<file path="src/pfc_pkg.sv">
// Purpose: shared constants and types for the parallel flash host controller
// Assumes: 100 MHz sys_clk, byte-wide flash with 19 address lines
// Notes:   strobe timings are kept generous so that slow parts are served too
package pfc_pkg;

  localparam int ADDR_W    = 19;
  localparam int DATA_W    = 8;
  localparam int PERIOD_NS = 10;

  // pin cycle timing in ns, rounded up to whole clock cycles
  localparam int T_ACC_NS  = 200;
  localparam int T_WP_NS   = 100;
  localparam int T_HOLD_NS = 50;
  localparam int SYNC_CYC  = 2;
  localparam logic [7:0] ACC_CYC  = 8'((T_ACC_NS + PERIOD_NS - 1) / PERIOD_NS);
  localparam logic [7:0] WP_CYC   = 8'((T_WP_NS + PERIOD_NS - 1) / PERIOD_NS);
  localparam logic [7:0] HOLD_CYC = 8'((T_HOLD_NS + PERIOD_NS - 1) / PERIOD_NS);
  localparam logic [7:0] READ_CYC = 8'(ACC_CYC + 8'(SYNC_CYC));

  // longest operation times in us; counts round down
  localparam int SECTOR_MAX_US = 4000;
  localparam int CHIP_MAX_US   = 20000;
  localparam int PROG_MAX_US   = 140;
  localparam int SECTOR_MAX_CYC = SECTOR_MAX_US * 1000 / PERIOD_NS;
  localparam int CHIP_MAX_CYC   = CHIP_MAX_US * 1000 / PERIOD_NS;
  localparam int PROG_MAX_CYC   = PROG_MAX_US * 1000 / PERIOD_NS;
  localparam int LIM_W          = 22;

  // command bytes
  localparam logic [7:0] CMD_SECTOR_SETUP = 8'h20;
  localparam logic [7:0] CMD_SECTOR_EXEC  = 8'hD0;
  localparam logic [7:0] CMD_CHIP         = 8'h30;
  localparam logic [7:0] CMD_PROGRAM      = 8'h10;
  localparam logic [7:0] CMD_RESET        = 8'hFF;
  localparam logic [7:0] CMD_READ_ID      = 8'h90;

  // seven-read address sequence; index 0 is read first
  localparam logic [6:0][18:0] UNLOCK_SEQ = {19'h0041A, 19'h00419, 19'h0041B, 19'h00418,
                                             19'h01822, 19'h01820, 19'h01823};
  localparam logic [18:0] LOCK_LAST_ADDR = 19'h0040A;
  localparam int TOGGLE_BIT = 6;

  typedef enum logic [2:0] {
    OP_READ         = 3'b000,
    OP_PROGRAM      = 3'b001,
    OP_SECTOR_ERASE = 3'b010,
    OP_CHIP_ERASE   = 3'b011,
    OP_READ_ID      = 3'b100,
    OP_UNLOCK       = 3'b101,
    OP_LOCK         = 3'b110,
    OP_ABORT        = 3'b111
  } pfc_op_type;

  typedef enum logic [1:0] {
    K_WR   = 2'b00,
    K_RD   = 2'b01,
    K_POLL = 2'b10,
    K_END  = 2'b11
  } pfc_kind_type;

  typedef enum logic [1:0] {
    BS_IDLE   = 2'b00,
    BS_SETUP  = 2'b01,
    BS_STROBE = 2'b10,
    BS_HOLD   = 2'b11
  } pfc_bus_state_type;

  typedef enum logic [1:0] {
    ST_IDLE  = 2'b00,
    ST_ISSUE = 2'b01,
    ST_WAIT  = 2'b10
  } pfc_state_type;

endpackage

</file>
<file path="src/pfc_bus_cycle.sv">
// Purpose: one read or write cycle on the flash pins per start pulse
// Assumes: start only while idle; dqIn comes from the pin, unsynchronised
// Notes:   address settles one cycle before any strobe falls
`timescale 1ns/10ps
module pfc_bus_cycle
  import pfc_pkg::*;
(
  input  wire logic              sys_clk,
  input  wire logic              rst_n,
  input  wire logic              start,
  input  wire logic              isWrite,
  input  wire logic [ADDR_W-1:0] addrIn,
  input  wire logic [DATA_W-1:0] dataIn,
  output logic                   done,
  output logic      [DATA_W-1:0] rdData,
  output logic      [ADDR_W-1:0] flashAddr,
  output logic                   flashCeN,
  output logic                   flashOeN,
  output logic                   flashWeN,
  output logic      [DATA_W-1:0] dqOut,
  output logic                   dqOe,
  input  wire logic [DATA_W-1:0] dqIn
);

  pfc_bus_state_type stReg, stNext;
  logic [7:0]        cntReg, cntNext;
  logic              wrReg, wrNext;
  logic [ADDR_W-1:0] addrNext;
  logic              ceNNext, oeNNext, weNNext, dqOeNext, doneNext;
  logic [DATA_W-1:0] dqOutNext, rdNext;
  logic [DATA_W-1:0] dqMetaReg, dqSyncReg;

  ////////////////////////////////////////////////////////////////////////
  // next pin state; address before strobes, data held past the rising edge
  always_comb begin
    stNext    = stReg;
    cntNext   = cntReg;
    wrNext    = wrReg;
    addrNext  = flashAddr;
    ceNNext   = flashCeN;
    oeNNext   = flashOeN;
    weNNext   = flashWeN;
    dqOutNext = dqOut;
    dqOeNext  = dqOe;
    rdNext    = rdData;
    doneNext  = 1'b0;
    unique case (stReg)
      BS_IDLE: begin
        if (start) begin
          wrNext    = isWrite;
          addrNext  = addrIn;
          dqOutNext = dataIn;
          ceNNext   = 1'b0;
          dqOeNext  = isWrite;
          stNext    = BS_SETUP;
        end
      end
      BS_SETUP: begin
        stNext = BS_STROBE;
        if (wrReg) begin
          weNNext = 1'b0; // write strobe only under chip select
          cntNext = WP_CYC - 8'h01;
        end else begin
          oeNNext = 1'b0;
          cntNext = READ_CYC - 8'h01;
        end
      end
      BS_STROBE: begin
        if (cntReg != 8'h00) begin
          cntNext = cntReg - 8'h01;
        end else begin
          if (!wrReg) begin
            rdNext = dqSyncReg;
          end
          ceNNext = 1'b1;
          oeNNext = 1'b1;
          weNNext = 1'b1;
          cntNext = HOLD_CYC - 8'h01;
          stNext  = BS_HOLD;
        end
      end
      BS_HOLD: begin
        if (cntReg != 8'h00) begin
          cntNext = cntReg - 8'h01;
        end else begin
          dqOeNext = 1'b0;
          doneNext = 1'b1;
          stNext   = BS_IDLE;
        end
      end
    endcase
  end

  // all pins from flops; dq input through two flops first
  always_ff @(posedge sys_clk or negedge rst_n) begin
    if (!rst_n) begin
      stReg     <= BS_IDLE;
      cntReg    <= 8'h00;
      wrReg     <= 1'b0;
      flashAddr <= '0;
      flashCeN  <= 1'b1;
      flashOeN  <= 1'b1;
      flashWeN  <= 1'b1;
      dqOut     <= '0;
      dqOe      <= 1'b0;
      rdData    <= '0;
      done      <= 1'b0;
      dqMetaReg <= '0;
      dqSyncReg <= '0;
    end else begin
      stReg     <= stNext;
      cntReg    <= cntNext;
      wrReg     <= wrNext;
      flashAddr <= addrNext;
      flashCeN  <= ceNNext;
      flashOeN  <= oeNNext;
      flashWeN  <= weNNext;
      dqOut     <= dqOutNext;
      dqOe      <= dqOeNext;
      rdData    <= rdNext;
      done      <= doneNext;
      dqMetaReg <= dqIn;
      dqSyncReg <= dqMetaReg;
    end
  end

  ////////////////////////////////////////////////////////////////////////
  // checks on the pin protocol
  property p_we_in_cs;
    @(posedge sys_clk) disable iff (!rst_n) !flashWeN |-> (!flashCeN && flashOeN && dqOe);
  endproperty
  a_we_in_cs: assert property (p_we_in_cs) else $error("write strobe low outside chip select");

  property p_addr_before_we;
    @(posedge sys_clk) disable iff (!rst_n) $fell(flashWeN) |-> $stable(flashAddr) && $past(!flashCeN);
  endproperty
  a_addr_before_we: assert property (p_addr_before_we) else $error("address moved as write strobe fell");

  property p_data_held;
    @(posedge sys_clk) disable iff (!rst_n) $rose(flashWeN) |-> dqOe && $stable(dqOut);
  endproperty
  a_data_held: assert property (p_data_held) else $error("data not held at write strobe rise");

endmodule

</file>
<file path="src/pfc_flash_host.sv">
// Purpose: host sequencer that drives command, erase, program and lock
//          sequences onto a byte-wide parallel flash
// Assumes: one command at a time on the cmd port; device obeys its own rules
// Notes:   completion is found by toggle-bit polling
`timescale 1ns/10ps
module pfc_flash_host
  import pfc_pkg::*;
#(
  parameter int PROG_LIMIT   = PROG_MAX_CYC,
  parameter int SECTOR_LIMIT = SECTOR_MAX_CYC,
  parameter int CHIP_LIMIT   = CHIP_MAX_CYC
)(
  input  wire logic              sys_clk,
  input  wire logic              rst_n,
  input  wire logic              cmdValid,
  input  wire logic [2:0]        cmdOp,
  input  wire logic [ADDR_W-1:0] cmdAddr,
  input  wire logic [DATA_W-1:0] cmdData,
  output logic                   cmdReady,
  output logic                   rspValid,
  output logic      [DATA_W-1:0] rspData,
  output logic                   rspError,
  output logic                   writeLocked,
  output logic      [ADDR_W-1:0] flashAddr,
  output logic                   flashCeN,
  output logic                   flashOeN,
  output logic                   flashWeN,
  output logic      [DATA_W-1:0] dqOut,
  output logic                   dqOe,
  input  wire logic [DATA_W-1:0] dqIn
);

  if (PROG_LIMIT < 1 || SECTOR_LIMIT < 1 || CHIP_LIMIT < 1 ||
      CHIP_LIMIT >= 2**LIM_W || SECTOR_LIMIT >= 2**LIM_W || PROG_LIMIT >= 2**LIM_W) begin : g_chk
    $error("operation limits must lie between 1 and the counter range");
  end

  pfc_state_type     stateReg, stateNext;
  pfc_op_type        opReg, opNext;
  logic [ADDR_W-1:0] addrReg, addrNext;
  logic [DATA_W-1:0] dataReg, dataNext;
  logic [2:0]        stepReg, stepNext;
  logic              pollHaveReg, pollHaveNext, pollPrevReg, pollPrevNext;
  logic [LIM_W-1:0]  limCntReg, limCntNext, limSel;
  logic              startReg, startNext, busWrReg, busWrNext;
  logic [ADDR_W-1:0] busAddrReg, busAddrNext;
  logic [DATA_W-1:0] busDataReg, busDataNext;
  logic              readyNext, rspValidNext, rspErrorNext, lockNext;
  logic [DATA_W-1:0] rspDataNext;
  pfc_kind_type      stepKind;
  logic [ADDR_W-1:0] stepAddr;
  logic [DATA_W-1:0] stepData;
  logic              busDone;
  logic [DATA_W-1:0] busRd;

  ////////////////////////////////////////////////////////////////////////
  // one pin cycle at a time; the cycle engine owns the pins
  pfc_bus_cycle u_bus (
    .sys_clk   (sys_clk),
    .rst_n     (rst_n),
    .start     (startReg),
    .isWrite   (busWrReg),
    .addrIn    (busAddrReg),
    .dataIn    (busDataReg),
    .done      (busDone),
    .rdData    (busRd),
    .flashAddr (flashAddr),
    .flashCeN  (flashCeN),
    .flashOeN  (flashOeN),
    .flashWeN  (flashWeN),
    .dqOut     (dqOut),
    .dqOe      (dqOe),
    .dqIn      (dqIn)
  );

  ////////////////////////////////////////////////////////////////////////
  // step table: what pin cycle each step of each operation performs
  always_comb begin
    stepKind = K_END;
    stepAddr = addrReg;
    stepData = CMD_RESET;
    unique case (opReg)
      OP_READ: begin
        if (stepReg == 3'h0) stepKind = K_RD;
      end
      OP_PROGRAM: begin
        if (stepReg == 3'h0) begin
          stepKind = K_WR; // setup, then the next write is the program cycle
          stepData = CMD_PROGRAM;
        end else if (stepReg == 3'h1) begin
          stepKind = K_WR;
          stepData = dataReg;
        end else if (stepReg == 3'h2) begin
          stepKind = K_POLL;
        end
      end
      OP_SECTOR_ERASE: begin
        if (stepReg == 3'h0) begin
          stepKind = K_WR;
          stepData = CMD_SECTOR_SETUP;
        end else if (stepReg == 3'h1) begin
          stepKind = K_WR;
          stepData = CMD_SECTOR_EXEC;
        end else if (stepReg == 3'h2) begin
          stepKind = K_POLL;
        end
      end
      OP_CHIP_ERASE: begin
        if (stepReg <= 3'h1) begin
          stepKind = K_WR; // setup and execute are the same byte
          stepData = CMD_CHIP;
        end else if (stepReg == 3'h2) begin
          stepKind = K_POLL;
        end
      end
      OP_READ_ID: begin
        if (stepReg == 3'h0) begin
          stepKind = K_WR;
          stepData = CMD_READ_ID;
        end else if (stepReg == 3'h1) begin
          stepKind = K_RD;
        end else if (stepReg == 3'h2) begin
          stepKind = K_WR; // leave id mode so plain reads see the array
        end
      end
      OP_UNLOCK, OP_LOCK: begin
        if (stepReg != 3'h7) begin
          stepKind = K_RD; // seven reads at fixed addresses
          stepAddr = UNLOCK_SEQ[stepReg];
          if (opReg == OP_LOCK && stepReg == 3'h6) stepAddr = LOCK_LAST_ADDR;
        end
      end
      OP_ABORT: begin
        if (stepReg == 3'h0) stepKind = K_WR;
      end
    endcase
  end

  // timeout limit for the running operation
  always_comb begin
    limSel = LIM_W'(PROG_LIMIT);
    if (opReg == OP_SECTOR_ERASE) limSel = LIM_W'(SECTOR_LIMIT);
    if (opReg == OP_CHIP_ERASE) limSel = LIM_W'(CHIP_LIMIT);
  end

  ////////////////////////////////////////////////////////////////////////
  // sequencer: accept, walk the steps, poll, answer
  always_comb begin
    stateNext    = stateReg;
    opNext       = opReg;
    addrNext     = addrReg;
    dataNext     = dataReg;
    stepNext     = stepReg;
    pollHaveNext = pollHaveReg;
    pollPrevNext = pollPrevReg;
    limCntNext   = limCntReg;
    startNext    = 1'b0;
    busWrNext    = busWrReg;
    busAddrNext  = busAddrReg;
    busDataNext  = busDataReg;
    readyNext    = cmdReady;
    rspValidNext = 1'b0;
    rspDataNext  = rspData;
    rspErrorNext = rspError;
    lockNext     = writeLocked;
    unique case (stateReg)
      ST_IDLE: begin
        if (cmdValid) begin
          opNext       = pfc_op_type'(cmdOp);
          addrNext     = cmdAddr;
          dataNext     = cmdData;
          stepNext     = 3'h0;
          pollHaveNext = 1'b0;
          limCntNext   = '0;
          readyNext    = 1'b0;
          stateNext    = ST_ISSUE;
          // a reissued erase is served like any other
          if (writeLocked && (cmdOp == OP_PROGRAM || cmdOp == OP_SECTOR_ERASE ||
                              cmdOp == OP_CHIP_ERASE)) begin
            rspValidNext = 1'b1; // the device would ignore it while locked
            rspErrorNext = 1'b1;
            readyNext    = 1'b1;
            stateNext    = ST_IDLE;
          end
        end
      end
      ST_ISSUE: begin
        if (stepKind == K_END) begin
          rspValidNext = 1'b1;
          rspErrorNext = 1'b0;
          readyNext    = 1'b1;
          if (opReg == OP_UNLOCK) lockNext = 1'b0;
          if (opReg == OP_LOCK) lockNext = 1'b1;
          stateNext = ST_IDLE;
        end else begin
          startNext   = 1'b1;
          busWrNext   = (stepKind == K_WR);
          busAddrNext = stepAddr;
          busDataNext = stepData;
          stateNext   = ST_WAIT;
        end
      end
      ST_WAIT: begin
        if (stepKind == K_POLL && limCntReg != limSel) begin
          limCntNext = limCntReg + 1'b1;
        end
        if (busDone) begin
          stateNext = ST_ISSUE;
          if (stepKind != K_WR) rspDataNext = busRd;
          if (stepKind != K_POLL) begin
            stepNext = stepReg + 3'h1;
          end else if (pollHaveReg && busRd[TOGGLE_BIT] == pollPrevReg) begin
            stepNext = stepReg + 3'h1; // toggling stopped, write finished
          end else if (limCntReg == limSel) begin
            rspValidNext = 1'b1; // overran the longest time; a reissue may finish it
            rspErrorNext = 1'b1;
            readyNext    = 1'b1;
            stateNext    = ST_IDLE;
          end else begin
            pollHaveNext = 1'b1;
            pollPrevNext = busRd[TOGGLE_BIT];
          end
        end
      end
      default: stateNext = ST_IDLE;
    endcase
  end

  // state registers; lock assumed set after reset like the device
  always_ff @(posedge sys_clk or negedge rst_n) begin
    if (!rst_n) begin
      stateReg    <= ST_IDLE;
      opReg       <= OP_READ;
      addrReg     <= '0;
      dataReg     <= '0;
      stepReg     <= 3'h0;
      pollHaveReg <= 1'b0;
      pollPrevReg <= 1'b0;
      limCntReg   <= '0;
      startReg    <= 1'b0;
      busWrReg    <= 1'b0;
      busAddrReg  <= '0;
      busDataReg  <= '0;
      cmdReady    <= 1'b1;
      rspValid    <= 1'b0;
      rspData     <= '0;
      rspError    <= 1'b0;
      writeLocked <= 1'b1;
    end else begin
      stateReg    <= stateNext;
      opReg       <= opNext;
      addrReg     <= addrNext;
      dataReg     <= dataNext;
      stepReg     <= stepNext;
      pollHaveReg <= pollHaveNext;
      pollPrevReg <= pollPrevNext;
      limCntReg   <= limCntNext;
      startReg    <= startNext;
      busWrReg    <= busWrNext;
      busAddrReg  <= busAddrNext;
      busDataReg  <= busDataNext;
      cmdReady    <= readyNext;
      rspValid    <= rspValidNext;
      rspData     <= rspDataNext;
      rspError    <= rspErrorNext;
      writeLocked <= lockNext;
    end
  end

  ////////////////////////////////////////////////////////////////////////
  // helper history for checks: last byte written, reads in this command
  logic [DATA_W-1:0] prevWrReg;
  logic [2:0]        readCntReg;
  always_ff @(posedge sys_clk or negedge rst_n) begin
    if (!rst_n) begin
      prevWrReg  <= 8'h00;
      readCntReg <= 3'h0;
    end else begin
      if (startReg && busWrReg) prevWrReg <= busDataReg;
      if (stateReg == ST_IDLE) readCntReg <= 3'h0;
      else if (startReg && !busWrReg) readCntReg <= readCntReg + 3'h1;
    end
  end

  property p_sector_pair;
    @(posedge sys_clk) disable iff (!rst_n)
      (startReg && busWrReg && opReg == OP_SECTOR_ERASE && busDataReg == CMD_SECTOR_EXEC)
      |-> prevWrReg == CMD_SECTOR_SETUP && busAddrReg == addrReg;
  endproperty
  a_sector_pair: assert property (p_sector_pair) else $error("sector execute not after setup");

  property p_chip_pair;
    @(posedge sys_clk) disable iff (!rst_n)
      (startReg && busWrReg && opReg == OP_CHIP_ERASE && stepReg == 3'h1)
      |-> prevWrReg == CMD_CHIP && busDataReg == CMD_CHIP;
  endproperty
  a_chip_pair: assert property (p_chip_pair) else $error("chip erase bytes wrong");

  property p_program_pair;
    @(posedge sys_clk) disable iff (!rst_n)
      (startReg && busWrReg && opReg == OP_PROGRAM && stepReg == 3'h1)
      |-> prevWrReg == CMD_PROGRAM && busDataReg == dataReg ##1 !flashCeN;
  endproperty
  a_program_pair: assert property (p_program_pair) else $error("program cycle not after setup");

  property p_unlock_reads;
    @(posedge sys_clk) disable iff (!rst_n)
      (rspValid && !rspError && (opReg == OP_UNLOCK || opReg == OP_LOCK))
      |-> readCntReg == 3'h7 && writeLocked == (opReg == OP_LOCK);
  endproperty
  a_unlock_reads: assert property (p_unlock_reads) else $error("lock sequence not seven reads");

  property p_lock_last;
    @(posedge sys_clk) disable iff (!rst_n)
      (startReg && opReg == OP_LOCK && stepReg == 3'h6)
      |-> !busWrReg && busAddrReg == LOCK_LAST_ADDR;
  endproperty
  a_lock_last: assert property (p_lock_last) else $error("lock sequence last address wrong");

endmodule

</file>
<file path="config.mk">
export PLATFORM = sky130hd
export DESIGN_NAME = pfc_flash_host
export DESIGN_NICKNAME = d
export VERILOG_FILES = /design/src/pfc_pkg.sv /design/src/pfc_bus_cycle.sv /design/src/pfc_flash_host.sv
export SDC_FILE = /design/constraint.sdc
export NUM_CORES = 1
export LEC_CHECK = 0
export BUFFER_PORTS_ARGS = -buffer_cell sky130_fd_sc_hd__buf_2
export CAP_MARGIN = 30
export CORE_MARGIN = 8
export CORE_UTILIZATION = 53
export CTS_CLUSTER_DIAMETER = 50
export DETAILED_ROUTE_END_ITERATION = 8
export MAX_ROUTING_LAYER = met4
export PLACE_DENSITY = 0.76
export RECOVER_POWER = 50
export SLEW_MARGIN = 15
export SYNTH_ARGS = -nofsm -noshare
export SYNTH_HDL_FRONTEND = slang
export SYNTH_SLANG_ARGS = --single-unit
</file>
<file path="constraint.sdc">
create_clock -name sys_clk -period 2.65 [get_ports sys_clk]
set_input_delay 0.1325 -clock sys_clk [delete_from_list [all_inputs] [get_ports sys_clk]]
set_output_delay 0.1325 -clock sys_clk [all_outputs]
set_load 0.1 [all_outputs]
</file>
Yosys cells after proc, flatten, opt, wreduce, memory -nomap -nowiden
Memories as Yosys holds them, arrays and structs flattened.
Cells that the tools add are included.

word-level totals
  flip-flop bits (word level) = 167
  bits in latches = 0
  memory bits (writable) = 0
  bits in read-only memories = 152
  input bits = 41
  output and inout port bits = 43
  memories = 1

operators by class
  $add $sub $neg = 3
  $mul = 0
  div/mod/pow operators = 0
  magnitude comparators = 2
  eq/ne operators = 41
  shifts and indexed selects = 0
  muxes and demuxes = 89
  bitwise gates (word level) = 6
  reduce and logical (&&, ||, !) cells = 41

memories
  name             words  width  read ports  clocked after Yosys merged registers in  write ports  RTL line               text
  (no name shown)  8      19     1           0                                        0            pfc_flash_host.sv:129  stepAddr = UNLOCK_SEQ[stepReg];

operator list
  cell                     number
  $mux W19                 5
  $mux W22                 3
  $mux W8                  6
  $pmux W22 S2             1
  $mux W1                  38
  $pmux W8 S4              1
  $mux W2                  15
  $reduce_and A3 Y1        9
  $ne A2 B2 Y1 const B     13
  $pmux W8 S3              1
  $add A22 B1 Y22 const B  1
  $eq A22 B22 Y1           1
  $ne A22 B22 Y1           1
  $eq A3 B2 Y1 const B     5
  $eq A3 B3 Y1 const B     5
  $mux W3                  4
  $pmux W2 S6              1
  $reduce_bool A2 Y1       6
  $eq A2 B2 Y1 const B     5
  $pmux W1 S2              5
  $reduce_and A2 Y1        5
  $eq A3 B1 Y1 const B     3
  $pmux W1 S3              3
  $pmux W2 S4              1
  other kinds (26)         44

Logic depth before layout (Yosys ltp)
  depth in word-level cells = 9
  mapped depth = 11
  mapped depth without buffers = 9

Hierarchy
Synthesis repeated with hierarchy kept, for this count alone.

second synthesis, totals
  cell total of the unflattened synthesis = 719
  area, all modules = 7759.9 um2

by module, submodules not included
  module          instances  cells each  area an instance (um2)  sequential area each (um2)
  pfc_flash_host  1          524         5114.9                  2504.9
  pfc_bus_cycle   1          195         2645.0                  1680.4

Worst setup path after synthesis
No wires, ideal clock.

  path kind = reg2reg
  start point = register stepReg[0]
  end point = register limCntReg[14]
  library setup time = 0.078 ns
  arrival = 2.443 ns
  setup slack = 0.129 ns
  cell stages (with the launch flop) = 11
  cells stage by stage = dfrtp_1 -> inv_1 -> ha_1 -> o21bai_1 -> o21ai_0 -> o21a_2 -> a211oi_4 -> o21ai_2 -> buf_6 -> or4_1 -> a21oi_1

on the way
  longest elaborated chain between the ends = 9

RTL lines
  what                                RTL line                                     text
  start, declared                     pfc_flash_host.sv:42                         logic [2:0] stepReg, stepNext;
  start signal, assigned              pfc_flash_host.sv:254                        stepReg <= stepNext;
  $eq A3 B2 Y1                        --
  $mux W2 or $mux W1 (tied branches)  --
  $mux W2 (on tied branches)          pfc_flash_host.sv:120, pfc_flash_host.sv:90
  $mux W2 (on tied branches)          pfc_flash_host.sv:117, pfc_flash_host.sv:87
  $pmux W2 S6 *                       pfc_flash_host.sv:82                         unique case (opReg)
  $eq A2 B2 Y1 *                      pfc_flash_host.sv:204                        if (stepKind == K_POLL && limCntReg != limSel) begin
  $logic_and A1 B1 Y1 *               pfc_flash_host.sv:204
  $ne A2 B2 Y1 (no line) *            --
  $reduce_and A3 Y1 (no line) *       --
  end signal, assigned                pfc_flash_host.sv:257                        limCntReg <= limCntNext;
  end, declared                       pfc_flash_host.sv:44                         logic [LIM_W-1:0] limCntReg, limCntNext, limSel;

Every way passes the cells marked *; elsewhere a longest branch is shown, timed or not.
A chain may end at the register's enable or synchronous reset.

Worst setup path in the final report
  start point = register stepReg[0]
  end point = register limCntReg[4]

Same word-level chain as after synthesis.

==> results.md <==
- Xor and xnor area share after synthesis: 0.004526
- Slew Viols, Final: 0
- Detailed Place HPWL: 12.65 mm
- Post-synth cell types: 74
- Setup violators final: 0
- DR WL/cell: 17.43 um
- Initial cell density of the core: 0.5366
- #FFs+latches synth: 167
- Drt via density: 5.597
- Met3 Wirelength: 729 um
- R2R Setup Slk: 0.11 ns
- Slew headroom: 0.2104
- Pre-CTS WS: 0.05921 ns
- Hold Crit Depth: 3
- CP Data Required Time: 3.03 ns
- Simple-gate area share of the yosys netlist: 0.1435
- # port buffers: 83
- Status: finished clean
- Seq/Total Area, Yosys: 0.5407
- CP arrival: 2.91 ns
- Share of synthesized area spent on multiplexers: 0.1201
- Clk Latency, worst-skew pair: 0.44 ns
- Total track usage: 0.2043
- Core area: 0.01442 sq mm
- CTS Buf Count: 17
- Final period utilization: 0.9579
- Synth Area in Compound Gates: 0.1267
- Power Dens Cells: 1281 mW/mm^2
- Total vias in the final route: 5,860
- Clock Path Buffers: 2
- Worst Path Max Fanout: 8
- Initial antenna violation count: 0
- Placed cell areas: 0.008601 sq mm
- Avg Inst Size Synth: 11.17 sq um
- Largest net degree at the start of global routing: 84
- Post-synth top area share: 0.5238
- Mapped Cells: 693
- P_leak: 4.505 nW
- Rows: 44
- GRT overflow: 0
- R2R depth: 11
- Area contributors post-synth: dfrtp_1 52%, mux2_2 11%, nand2_1 3.6%, o21ai_0 3.4%, ha_1 3.4%
- Synth Area in Adders: 0.03395
- Setup crit end kind: register
- Routability Congestion: 0.8921
- Fraction of registers with async set/reset: 1.000
- Fin area: 0.009673 sq mm
- RR Endpoint: limCntReg[4]
- Post-synth top flop: dfrtp_1
- Reg2reg start: stepReg[0]
- Diodes inserted: 0
- DR iter-0 viols: 309
- Worst setup path class: register to register
- Number of global-route vias before repair: 5,956
- Critical path launch point type: register
- Io pins: 84
- WL final: 18.25 mm
- Power consumption: 12.39 mW
- Worst-margin pin slew: 1.184 ns
- Post-synth EDFFs: 0
- Clock tree sinks: 167
- Maxcap violations: 0
- Top Layer Used: met4
- Final hold vios: 0
- Die Wd: 136.8 um
- Die height: 136.8 um
- Root buf cell: clkbuf_16
- VDD IR max: 0.0007898 V
- Syn-to-layout area delta: 24.98%
- Most frequent cell after synthesis: dfrtp_1
- Main combinational cell family by area after synthesis: simple AND/OR/NAND/NOR gates
- Post-layout util: 0.6706
- TritonCTS clock tree: built
- Post-synth top cells: 162 x dfrtp_1, 79 x mux2_2, 75 x nand2_1, 53 x o21ai_0, 40 x nor2_1
- Fmax: 393.9 MHz
- Post-Syn Area: 0.007740 sq mm
- Routed metal-1 wirelength: 8.002 mm
- Die area: 0.01873 sq mm
- Clk_skew: 0.01764 ns
- Cell taking the most area after synthesis: dfrtp_1
- Hold_sp: cmdOp[2]
- Min-Delay Path Class: input pin to register
- Antenna Violating Nets Remaining: 0
- Worst hold endpoint: opReg[2]
- Layout cells sized above 1: 0.3210
- H-tree depth: 4
- Clock slew at reported path FFs: 0.07 ns
- Met2 wire length: 9.210 mm
- Synth warn: 0
- Setup ws final: 0.1115 ns
- Tmin final: 2.539 ns
- DRT Pass-1 Iters: 4
- First-pass GRT wire length: 29.30 mm
- # DRC: 0
- Nets: 912
- Syn Nets: 755
- Final TNS setup: 0 ns
area by class of cell:
class / instances / area, sq um
well taps: 184 / 230.2
multi-input cells: 474 / 3353
flip-flops and latches: 167 / 4189
clock buffers: 17 / 425.4
clock inverters: 15 / 172.7
inverters: 23 / 86.33
fillers: 1111 / 4751
repair buffers: 167 / 1216
placed cells by master, fill, tap and decap left out, types with 5 or more instances in the layout:
cell type / instances
dlygate4sd3_1: 38
dfrtp_1: 159
buf_2: 78
nor2b_1: 6
or2_2: 5
o211ai_1: 8
nand2_1: 75
dfstp_2: 5
o31ai_1: 7
nand4_1: 10
clkbuf_16: 18
o21ai_0: 51
nor2_1: 40
nand3_1: 16
a21oi_1: 35
inv_1: 22
inv_8: 5
nand2b_1: 6
or4_1: 8
buf_4: 38
or3_1: 5
ha_1: 19
nor3_1: 14
mux2_2: 79
per-layer routing:
metal  vias up  GRT usage
li1       2785          -
met1      2923     0.2476
met2       127     0.3351
met3        25    0.03818
met4         0    0.07664
met5         -          -
registers in the layout (all words and copies together), names as in the netlist, 19 cells and up:
register and flops:
busAddrReg 19, addrReg 19, u_bus.flashAddr 19, limCntReg 22
worst max-delay path, cell delays in order (launching register included):
cell and delay (ns):
dfrtp_1 0.42, buf_4 0.13, ha_1 0.17, ha_1 0.16, nand2b_4 0.13, o21ai_0 0.07, o21a_2 0.23, a211oi_4 0.30
o21ai_4 0.14, buf_6 0.16, or4_4 0.46, nand3_1 0.09
power by group:
| part | switching, mW | internal [mW] | leakage (nW) |
|---|---|---|---|
| registers | 0.568 | 3.40 | 2.09 |
| logic | 3.87 | 2.11 | 2.12 |
| clock network | 1.17 | 1.27 | 0.289 |
| total | 5.60 | 6.79 | 4.50 |
what timing repair did:
item	CTS	global route
setup endpoints to repair	0	44
hold buffers	38	0
resized for setup	0	17
hold endpoints to repair	82	0
setup buffers	0	5
metrics by stage:
| step | hold WS [ns] | instances |
|---|---|---|
| floorplan | -0.1631 | 693 |
| global placement | 0.08701 | 972 |
| detailed placement | 0.09621 | 972 |
| CTS | 0.001516 | 1042 |
| global route | 0.01257 | 1047 |
| finish | 0.01054 | 1047 |
cell families after synthesis:
group	after synthesis
adders and majority gates	21
xor gates and xnor gates	4
and+or+nand+nor	218
muxes	83
AOI/OAI and AO/OA	148
buffers and inverters	52
DFF	167
worst max-delay path by stage:
| stage | from | end | slack [ns] | depth (start not counted) |
|---|---|---|---|---|
| final | stepReg[0] | limCntReg[4] | 0.11 | 11 |
| after detailed placement | stepReg[1] | limCntReg[4] | 0.06 | 11 |
| after CTS | stepReg[1] | limCntReg[4] | 0.02 | 11 |
| after global placement | stepReg[0] | limCntReg[4] | 0.1 | 10 |
| after floorplan | stepReg[0] | limCntReg[14] | 0.13 | 10 |
| after global routing | stepReg[0] | limCntReg[4] | -0.01 | 11 |
Note: power is estimated with default switching activity, not from simulation.
